==> src/rtl/iex_pkg.sv <==
// constants and types for the instruction execution subset
// assumes a single core clock and a decoder that presents one instruction per request
//
// Overview of operation
// - rotate left through link: old link into bit 0, bit 7 to link
// - rotate right through link: old link into bit 7, bit 0 to link
// - target_select 0 writes accumulator, 1 writes the addressed register; literal subtract and literal xor always write accumulator
// - halt clears watchdog counter and its prescaler
// - halt clears powerdown flag and sets timeout flag
// - halt stops execution until a wake event
// - subroutine exit pops stack into program counter, two cycles, no flags
// - literal minus accumulator into accumulator, updates link, half carry, null
// - register minus accumulator to destination, updates link, half carry, null
// - nibble exchange swaps halves to destination, flags unchanged
// - literal xor accumulator into accumulator, only null flag
// - register xor accumulator to destination, only null flag
package iex_pkg;
    localparam int IEX_DW = 8;
    localparam int IEX_PCW = 13;
    localparam logic [7:0] IEX_ACC_RST = 8'h00;
    localparam logic [1:0] IEX_RET_CYCLES = 2'h2;
    localparam int IEX_NIB_LO = 0;
    localparam int IEX_NIB_HI = 4;
    // status layout on the flag ports
    localparam int IEX_ST_LINK = 0;
    localparam int IEX_ST_HALF = 1;
    localparam int IEX_ST_NULL = 2;

    typedef enum logic [3:0] {
        IEX_OP_NONE = 4'h0,
        IEX_OP_ROTL = 4'h1,
        IEX_OP_ROTR = 4'h2,
        IEX_OP_LSUB = 4'h3,
        IEX_OP_RSUB = 4'h4,
        IEX_OP_NSWAP = 4'h5,
        IEX_OP_LXOR = 4'h6,
        IEX_OP_RXOR = 4'h7,
        IEX_OP_EXIT = 4'h8,
        IEX_OP_HALT = 4'h9
    } iex_op_t;

    typedef enum logic [1:0] {
        IEX_ST_RUN = 2'b00,
        IEX_ST_RET2 = 2'b01,
        IEX_ST_HALTED = 2'b10
    } iex_state_t;
endpackage

==> src/rtl/iex_alu.sv <==
// combinational result and flag logic for the subset
// assumes operands are stable while the request is presented
`timescale 1ns/10ps
module iex_alu
    import iex_pkg::*;
(
    input wire iex_op_t i_op,
    input wire logic [7:0] i_acc,
    input wire logic [7:0] i_operand,
    input wire logic [7:0] i_literal,
    input wire logic i_link,
    output logic [7:0] o_result,
    output logic o_link,
    output logic o_half,
    output logic o_link_we,
    output logic o_half_we,
    output logic o_null_we
);
    logic [8:0] diff;
    logic [4:0] hdiff;
    logic [7:0] minu;

    always_comb begin
        minu = (i_op == IEX_OP_LSUB) ? i_literal : i_operand;
        diff = {1'b0, minu} + {1'b0, ~i_acc} + 9'h001;
        hdiff = {1'b0, minu[3:0]} + {1'b0, ~i_acc[3:0]} + 5'h01;
        o_result = 8'h00;
        o_link = i_link;
        o_half = 1'b0;
        o_link_we = 1'b0;
        o_half_we = 1'b0;
        o_null_we = 1'b0;
        case (i_op)
            IEX_OP_ROTL: begin
                o_result = {i_operand[6:0], i_link};
                o_link = i_operand[7];
                o_link_we = 1'b1;
            end
            IEX_OP_ROTR: begin
                o_result = {i_link, i_operand[7:1]};
                o_link = i_operand[0];
                o_link_we = 1'b1;
            end
            IEX_OP_LSUB, IEX_OP_RSUB: begin
                o_result = diff[7:0];
                o_link = diff[8];
                o_half = hdiff[4];
                o_link_we = 1'b1;
                o_half_we = 1'b1;
                o_null_we = 1'b1;
            end
            IEX_OP_NSWAP: begin
                o_result = {i_operand[IEX_NIB_LO +: 4], i_operand[IEX_NIB_HI +: 4]};
            end
            IEX_OP_LXOR: begin
                o_result = i_acc ^ i_literal;
                o_null_we = 1'b1;
            end
            IEX_OP_RXOR: begin
                o_result = i_acc ^ i_operand;
                o_null_we = 1'b1;
            end
            default: begin
                o_result = 8'h00;
            end
        endcase
    end
endmodule // iex_alu

==> src/rtl/iex_exec.sv <==
// execution unit for rotate, subtract, swap, xor, subroutine exit and halt
// assumes the decoder holds i_req one cycle per instruction and honours o_busy
`timescale 1ns/10ps
module iex_exec
    import iex_pkg::*;
(
    input wire logic i_mclk,
    input wire logic i_sys_rst,
    input wire logic i_req,
    input wire iex_op_t i_op,
    input wire logic i_target_select,
    input wire logic [6:0] i_reg_addr,
    input wire logic [7:0] i_operand,
    input wire logic [7:0] i_literal,
    input wire logic [IEX_PCW-1:0] i_stack_head,
    input wire logic i_wake,
    output logic [7:0] o_acc,
    output logic o_link,
    output logic o_half_carry,
    output logic o_result_null_flag,
    output logic o_timeout_flag,
    output logic o_powerdown_flag,
    output logic o_reg_we,
    output logic [6:0] o_reg_addr,
    output logic [7:0] o_reg_wdata,
    output logic o_stack_pop,
    output logic o_pc_load,
    output logic [IEX_PCW-1:0] o_pc,
    output logic o_watchdog_clear,
    output logic o_halted,
    output logic o_busy
);
    typedef struct packed {
        iex_state_t st;
        logic [7:0] acc;
        logic link;
        logic half;
        logic nul;
        logic tmo_f;
        logic pdn_f;
        logic reg_we;
        logic [6:0] reg_addr;
        logic [7:0] reg_wdata;
        logic pop;
        logic pc_load;
        logic [IEX_PCW-1:0] pc;
        logic wdog_clr;
        logic halted;
        logic busy;
    } iex_regs_t;

    iex_regs_t s_reg;
    iex_regs_t s_next;
    logic [7:0] alu_res;
    logic alu_link;
    logic alu_half;
    logic link_we;
    logic half_we;
    logic null_we;
    logic to_acc;

    iex_alu u_alu (
        .i_op(i_op),
        .i_acc(s_reg.acc),
        .i_operand(i_operand),
        .i_literal(i_literal),
        .i_link(s_reg.link),
        .o_result(alu_res),
        .o_link(alu_link),
        .o_half(alu_half),
        .o_link_we(link_we),
        .o_half_we(half_we),
        .o_null_we(null_we)
    );

    ////////////////////////////////////////////////////////////////////////
    always_comb begin
        s_next = s_reg;
        s_next.reg_we = 1'b0;
        s_next.pop = 1'b0;
        s_next.pc_load = 1'b0;
        s_next.wdog_clr = 1'b0;
        to_acc = (i_op == IEX_OP_LSUB) || (i_op == IEX_OP_LXOR) || !i_target_select;
        case (s_reg.st)
            IEX_ST_RUN: begin
                if (i_req) begin
                    case (i_op)
                        IEX_OP_EXIT: begin
                            s_next.pop = 1'b1;
                            s_next.pc_load = 1'b1;
                            s_next.pc = i_stack_head;
                            s_next.busy = 1'b1;
                            s_next.st = IEX_ST_RET2;
                        end
                        IEX_OP_HALT: begin
                            s_next.wdog_clr = 1'b1;
                            s_next.tmo_f = 1'b1;
                            s_next.pdn_f = 1'b0;
                            s_next.halted = 1'b1;
                            s_next.busy = 1'b1;
                            s_next.st = IEX_ST_HALTED;
                        end
                        IEX_OP_NONE: begin
                            s_next.st = IEX_ST_RUN;
                        end
                        default: begin
                            if (to_acc) begin
                                s_next.acc = alu_res;
                            end else begin
                                s_next.reg_we = 1'b1;
                                s_next.reg_addr = i_reg_addr;
                                s_next.reg_wdata = alu_res;
                            end
                            if (link_we) s_next.link = alu_link;
                            if (half_we) s_next.half = alu_half;
                            if (null_we) s_next.nul = (alu_res == 8'h00);
                        end
                    endcase
                end
            end
            IEX_ST_RET2: begin
                s_next.busy = 1'b0;
                s_next.st = IEX_ST_RUN;
            end
            IEX_ST_HALTED: begin
                if (i_wake) begin
                    s_next.halted = 1'b0;
                    s_next.busy = 1'b0;
                    s_next.st = IEX_ST_RUN;
                end
            end
            default: begin
                s_next.st = IEX_ST_RUN;
            end
        endcase
    end

    always_ff @(posedge i_mclk or posedge i_sys_rst) begin
        if (i_sys_rst) begin
            s_reg <= '{st: IEX_ST_RUN, acc: IEX_ACC_RST, tmo_f: 1'b1, pdn_f: 1'b1, default: '0};
        end else begin
            s_reg <= s_next;
        end
    end

    ////////////////////////////////////////////////////////////////////////
    assign o_acc = s_reg.acc;
    assign o_link = s_reg.link;
    assign o_half_carry = s_reg.half;
    assign o_result_null_flag = s_reg.nul;
    assign o_timeout_flag = s_reg.tmo_f;
    assign o_powerdown_flag = s_reg.pdn_f;
    assign o_reg_we = s_reg.reg_we;
    assign o_reg_addr = s_reg.reg_addr;
    assign o_reg_wdata = s_reg.reg_wdata;
    assign o_stack_pop = s_reg.pop;
    assign o_pc_load = s_reg.pc_load;
    assign o_pc = s_reg.pc;
    assign o_watchdog_clear = s_reg.wdog_clr;
    assign o_halted = s_reg.halted;
    assign o_busy = s_reg.busy;

    wire run_req = i_req && s_reg.st == IEX_ST_RUN;
endmodule // iex_exec

==> config.mk <==
export PLATFORM = sky130hd
export DESIGN_NAME = iex_exec
export DESIGN_NICKNAME = d
export VERILOG_FILES = /design/src/rtl/iex_pkg.sv /design/src/rtl/iex_alu.sv /design/src/rtl/iex_exec.sv
export SDC_FILE = /design/constraint.sdc
export NUM_CORES = 1
export LEC_CHECK = 0
export BUFFER_PORTS_ARGS = -buffer_cell sky130_fd_sc_hd__buf_2
export CAP_MARGIN = 20
export CELL_PAD_IN_SITES_DETAIL_PLACEMENT = 1
export CELL_PAD_IN_SITES_GLOBAL_PLACEMENT = 1
export CORE_ASPECT_RATIO = 1.4
export CORE_UTILIZATION = 43
export CTS_CLUSTER_SIZE = 10
export DETAILED_ROUTE_END_ITERATION = 8
export GPL_ROUTABILITY_DRIVEN = 0
export HOLD_SLACK_MARGIN = 0.12
export MAX_ROUTING_LAYER = met4
export PLACE_DENSITY_LB_ADDON = 0.1
export SETUP_SLACK_MARGIN = 0.1
export SYNTH_ARGS = -nofsm -noshare
export SYNTH_HDL_FRONTEND = slang
export SYNTH_SLANG_ARGS = --single-unit
export TNS_END_PERCENT = 20
==> constraint.sdc <==
create_clock -name i_mclk -period 5.2 [get_ports i_mclk]
set_input_delay 1.04 -clock i_mclk [delete_from_list [all_inputs] [get_ports i_mclk]]
set_output_delay 1.04 -clock i_mclk [all_outputs]
set_load 0.03 [all_outputs]
==> flow_summary_export.csv, run 1 <==
group,metric,value,unit
worst_setup_path,worstReg2RegStart,"o_acc[0]$_DFFE_PP0P_",
floorplan,die_w,76.1,um
cells_and_area,fillers,889,
hold_path,hp-start,"o_busy$_DFFE_PP0P_",
clock_network,clkSinkCount,47,
synth,synth_seq_area_share,35.6,%
cells_and_area,final_cell_mix,"buf_2 (90), dfrtp_1 (46), mux2_2 (35)",
clock_network,postCtsSetupBuffers,0,
global_route,overflow,0,
cells_and_area,fin_nets,438,
pwr,switchingPower,880,uW
worst_setup_path,worst_path_most_repeated_cell,"mux2_2",
clock_network,clk_pin_slew,0.09,ns
drt,final_antenna_net_count,0,
global_route,grt_use_total,22.3,%
drt,wl_per_cell,17.4,um
timing,tightest_slew,0.690,ns
cells_and_area,layout_commonest_cell,"buf_2",
drt,drt-initial-drc-count,103,
timing,max_freq,0.234,GHz
pwr,power.leakage,0.00175,uW
hold_path,min_to,"o_busy$_DFFE_PP0P_",
run_status,outcome,"completed",
global_route,grt_max_degree,48,
clock_network,insertion_delay,0.30,ns
drt,finalWirelength,8300,um
global_route,grt_pass1_vias,2691,
floorplan,dieArea,8040,um2
place,hpwl,6500,um
place,io_buffers,90,
pwr,internal_power,1030,uW
global_route,antenna_found_initial,0,
worst_setup_path,rr_worst_depth,8,
worst_setup_path,crit_type,"in -> reg",
floorplan,start_util,44.6,%
timing,period_minus_slack,4.28,ns
clock_network,root_buffer,"clkbuf_8",
clock_network,postCtsHoldBufs,0,
synth,syn_inst,330,
timing,maxSlewViolCount,0,
drt,routed-via-count,2595,
timing,finalSetupViolCount,0,
timing,rsz0062_at_grt,"false",
pwr,max-vdd-ir-drop,0.270,mV
cells_and_area,antenna_cells,0,
pwr,comb_power_share,53.5,%
cells_and_area,drive_gt1_share,39.6,%
cells_and_area,fin_util,49.6,%
floorplan,die_y,106,um
global_route,grt_first_pass_wirelength,13600,um
worst_setup_path,cp-end-kind,"flip-flop",
synth,ys_types,58,
synth,synth_area,3300,um2
synth,syn_nets,388,
clock_network,tritoncts,"done",
cells_and_area,multiInputGateArea,1710,um2
timing,finalHoldViolCount,0,
synth,ys_async_sr_fraction,100,%
cells_and_area,largest_register_ffs,13,
worst_setup_path,reg2reg_to,"o_reg_wdata[6]$_DFFE_PP0P_",
synth,syn_avg_cell_area,10.0,um2
clock_network,numCtsBuffers,5,
clock_network,cts_max_path_buffers,2,
timing,slew_headroom,53.3,%
timing,finClkSkew,0.00694,ns
worst_setup_path,max_stage_delay,0.73,ns
cells_and_area,fin_cells,478,
worst_setup_path,critPathRequiredTime,5.44,ns
drt,vias_per_cell,5.43,
timing,fin_crit_sh,82.2,%
place,placedCellCount,469,
clock_network,cts_max_level,2,
synth,synth_seq_cells,47,
worst_setup_path,crit_chain,"buf_2 > nor4bb_2 > buf_4 > mux2_2 > ha_1 > a21o_1 > a221oi_1 > xnor2_1 > o21ai_0 > mux2_2",
drt,drc,0,
floorplan,rows,37,
hold_path,holdCritPathClass,"reg -> reg",
worst_setup_path,critPathLaunchType,"primary input",
drt,firstDrtPassIters,4,
cells_and_area,syn2layout_area_growth,11.3,%
pwr,powerDensity,519,nW/um2
worst_setup_path,crit_fanout,22,
clock_network,cts_resized,0,
hold_path,holdPathStages,2,
pwr,switching_share,46.2,%
floorplan,core_area,7410,um2
job,maxCapViolCount,0,
pwr,pwr-share-clk,14.5,%
synth,synth_edf_count,0,
cells_and_area,area.sequential,1180,um2
worst_setup_path,cp.arrival,4.51,ns
pwr,p_seq_share,32.0,%
worst_setup_path,cp_slowest_cell,"nor4bb_2",
synth,ys_warn_count,0,
synth,synth_flop_cell,"dfrtp_1",
floorplan,io_pins,92,
timing,fin_setup_tns,0,ns
worst_setup_path,regToRegSetupSlack,2.67,ns
==> cells by family after synthesis <==
family          Yosys count  synth area share [%]
compound gates           66                  13.4
xor+xnor                 14                  3.71
fa+ha+maj                13                  5.15
buf+inv                  65                  12.7
flops                    47                  35.6
mux                      50                  16.8
other cells               1                 0.114
simple gates             74                  12.5
==> worst max path at each step <==
stage / start / endpoint / slack (ns) / cells after the start
2_1_floorplan: i_op[3] / o_result_null_flag$_DFFE_PP0P_ / 1.43 / 13
3_3_place_gp: i_op[0] / o_result_null_flag$_DFFE_PP0P_ / 0.73 / 12
3_5_place_dp: i_op[0] / o_reg_wdata[6]$_DFFE_PP0P_ / 0.60 / 10
4_1_cts: i_op[0] / o_reg_wdata[6]$_DFFE_PP0P_ / 0.91 / 10
5_1_grt: i_op[0] / o_acc[6]$_DFFE_PP0P_ / 0.66 / 12
6_report: i_op[0] / o_reg_wdata[6]$_DFFE_PP0P_ / 0.92 / 10
==> metal layers <==
metal	global-route usage, %	vias to the layer above	share of wire [%]
met2	39.5	86	51
met3	2.60	23	4.0
met1	25.0	1256	41
li1	-	1230	-
met4	10.4	0	4.3
met5	-	-	0
==> cells in the mapped netlist, types with 4 or more instances <==
library cell	n	area, um2
a21oi_1	21	105
a22oi_1	5	37.5
buf_2	8	40.0
buf_4	42	315
dfrtp_1	46	1150
ha_1	12	150
inv_1	13	48.8
mux2_2	35	394
mux2i_1	13	130
nand2_1	16	60.1
nand2b_1	4	25.0
nand3_1	5	25.0
nor2_1	20	75.1
nor2b_1	5	31.3
o21ai_0	14	70.1
xnor2_1	11	96.3
==> power groups by stage <==
stage | Combinational, uW | Sequential (uW) | Clock, uW
4_1_cts | 1030 | 613 | 285
5_1_grt | 1100 | 635 | 299
6_report | 1020 | 610 | 277
3_5_place_dp | 1030 | 621 | 0
3_3_place_gp | 1010 | 615 | 0
2_1_floorplan | 896 | 632 | 0
==> critical path: cells and delay by family <==
| family | cells | cell delay [ns] |
|---|---|---|
| adders and majority gates | 1 | 0.34 |
| buffers and inverters | 2 | 0.65 |
| muxes | 2 | 0.59 |
| AOI/OAI and AO/OA | 3 | 1.04 |
| and+or+nand+nor | 1 | 0.73 |
| xor gates and xnor gates | 1 | 0.11 |
==> area by class of cell <==
type,instances,area share [%]
clock buffers,5,1.87
clock inverters,3,1.26
inverters,13,1.33
multi-input cells,218,46.6
flip-flops and latches,47,32.0
well taps,97,3.30
repair buffers,95,13.6
==> through the flow <==
stage	hold WS, ns	instance area (um2)	power [uW]	setup WS, ns
2_1_floorplan	0.473	3300	1530	1.43
3_3_place_gp	0.459	3540	1620	0.732
3_5_place_dp	0.468	3540	1650	0.596
4_1_cts	0.488	3660	1930	0.912
5_1_grt	0.499	3680	2040	0.657
6_report	0.488	3680	1910	0.924
Power figures use the tool's default switching activity.
==> run 2: changes to the inputs <==
- CORE_UTILIZATION: 43 -> 36
- clock period: 5.2 -> 3.5 ns (I/O delays scaled with it)
==> run 2 against run 1 <==
Net effect: register-to-register slack worse by 1.5 ns; core utilization is 6.5 points lower; clock power is 82% higher; design area is 5.3% higher; hold slack worse by 0.11 ns; sequential cell count stayed put; combinational power is 55% higher; non-clock buffer count is 17 higher; first-iteration DRC count is 32% lower.
==> flow_summary_export.csv, run 2 (synthesized netlist as in run 1, its figures left out) <==
group,metric,value,unit
drt,wl_per_cell,17.1,um
global_route,grt_use_total,19.3,%
worst_setup_path,cp-startpoint,"i_op[3]",
worst_setup_path,regToRegSetupSlack,1.15,ns
global_route,overflow,0,
timing,rsz0062_at_grt,"true",
floorplan,dieArea,9570,um2
run_status,outcome,"completed",
timing,finalSetupViolCount,0,
cells_and_area,stdcell_area,3870,um2
drt,routed-via-count,2610,
place,io_buffers,90,
timing,fin_setup_tns,0,ns
hold_path,holdCritPathClass,"in -> async",
pwr,comb_power_share,52.8,%
timing,max_freq,0.312,GHz
pwr,switching_share,44.3,%
worst_setup_path,worstReg2RegStart,"o_acc[0]$_DFFE_PP0P_",
worst_setup_path,crit_type,"in -> reg",
clock_network,root_buffer,"clkbuf_16",
pwr,pwr-share-clk,16.9,%
floorplan,die_y,115,um
cells_and_area,antenna_cells,0,
global_route,antenna_found_initial,0,
clock_network,cts_max_path_buffers,2,
drt,firstDrtPassIters,5,
pwr,total_power,2990,uW
place,place_area,3660,um2
cells_and_area,largest_register_ffs,13,
cells_and_area,drive_gt1_share,43.0,%
timing,finClkSkew,0.00339,ns
clock_network,numCtsBuffers,5,
clock_network,clkSinkCount,47,
worst_setup_path,cp_slowest_cell,"a221oi_1",
drt,vias_per_cell,5.17,
floorplan,start_util,36.8,%
pwr,max-vdd-ir-drop,0.383,mV
worst_setup_path,critPathRequiredTime,3.67,ns
pwr,internal_power,1660,uW
pwr,power.leakage,0.00185,uW
global_route,grt_pass1_vias,2649,
clock_network,tritoncts,"done",
drt,drc,0,
place,hpwl,6810,um
drt,final_antenna_net_count,0,
cells_and_area,syn2layout_area_growth,17.2,%
clock_network,cts_max_level,2,
clock_network,clk_pin_slew,0.06,ns
worst_setup_path,critPathLaunchType,"primary input",
pwr,switchingPower,1320,uW
timing,fin_crit_sh,91.5,%
cells_and_area,fin_nets,455,
worst_setup_path,reg2reg_to,"o_link$_DFFE_PP0P_",
worst_setup_path,crit_fanout,8,
global_route,grt_first_pass_wirelength,13900,um
worst_setup_path,rr_worst_depth,9,
worst_setup_path,cp.arrival,3.38,ns
pwr,p_seq_share,30.3,%
worst_setup_path,max_stage_delay,0.41,ns
cells_and_area,fin_cells,505,
worst_setup_path,cp-end-kind,"flip-flop",
timing,maxSlewViolCount,0,
cells_and_area,final_cell_mix,"buf_2 (90), dfrtp_1 (46), mux2_2 (35)",
cells_and_area,layout_commonest_cell,"buf_2",
place,placedCellCount,493,
drt,drt-initial-drc-count,70,
timing,tightest_slew,0.703,ns
clock_network,postCtsHoldBufs,0,
timing,finalHoldViolCount,0,
floorplan,io_pins,92,
timing,slew_headroom,53.0,%
clock_network,insertion_delay,0.29,ns
worst_setup_path,crit_chain,"buf_2 > nor4bb_2 > buf_4 > mux2i_2 > ha_1 > inv_1 > fa_2 > a21o_1 > a221oi_1 > o21bai_1 > a21oi_1 > o21ai_0 > mux2_2",
floorplan,core_area,8980,um2
pwr,powerDensity,771,nW/um2
global_route,grt_max_degree,48,
floorplan,die_w,83.0,um
floorplan,rows,41,
worst_setup_path,critical_path.endpoint,"o_link$_DFFE_PP0P_",
drt,finalWirelength,8650,um
job,maxCapViolCount,0,
timing,period_minus_slack,3.20,ns
==> run 2: layout make-up <==
class | instances | area, um2
fill | 1044 | 5100
multi-input combinational | 218 | 1720
sequential | 47 | 1180
timing repair buffer | 112 | 628
clock buffer | 7 | 153
tap | 107 | 134
inverter | 13 | 48.8
clock inverter | 1 | 7.51
==> run 2: worst min path at each step <==
stage | end | slack [ns] | depth (start not counted)
global placement | o_result_null_flag$_DFFE_PP0P_ | 0.47 | 2
floorplan | o_acc[3]$_DFFE_PP0P_ | 0.47 | 2
finish | o_watchdog_clear$_DFF_PP0_ | 0.38 | 2
global route | o_pc[4]$_DFFE_PP0P_ | 0.41 | 2
detailed placement | o_result_null_flag$_DFFE_PP0P_ | 0.47 | 2
CTS | o_result_null_flag$_DFFE_PP0P_ | 0.48 | 2
==> run 2: critical path, delay by kind of cell <==
kind / cells / cell delay [ns]
AOI/OAI and AO/OA: 5 / 0.96
muxes: 2 / 0.53
adders and majority gates: 2 / 0.52
buffers and inverters: 3 / 0.39
and+or+nand+nor: 1 / 0.28
==> run 2: stage by stage <==
step / worst slack (ns) / util (%) / hold WS [ns]
after CTS: 0.153 / 42.6 / 0.485
final: 0.298 / 43.1 / 0.379
after detailed placement: -0.149 / 40.8 / 0.470
after floorplan: 0.161 / - / 0.473
after global routing: 0.0634 / 43.1 / 0.407
after global placement: 0.00396 / 40.8 / 0.467
==> run 2: timing repair <==
| item | CTS | global route |
|---|---|---|
| setup buffers | 0 | 3 |
| gates resized for setup | 0 | 3 |
| setup endpoints to repair | 0 | 6 |
==> run 2: power by group through the flow <==
stage | clock network (uW) | registers [uW] | logic, uW
final | 504 | 906 | 1580
after detailed placement | 0 | 921 | 1580
after CTS | 523 | 911 | 1580
after global routing | 536 | 941 | 1720
after global placement | 0 | 909 | 1560
after floorplan | 0 | 939 | 1330
==> run 2: routing by layer <==
metal / global-route usage, % / up-vias / share of wire [%]
li1: - / 1260 / -
met1: 22.2 / 1276 / 41
met2: 34.8 / 68 / 54
met3: 2.73 / 6 / 3.5
met4: 5.86 / 0 / 1.4
met5: - / - / 0
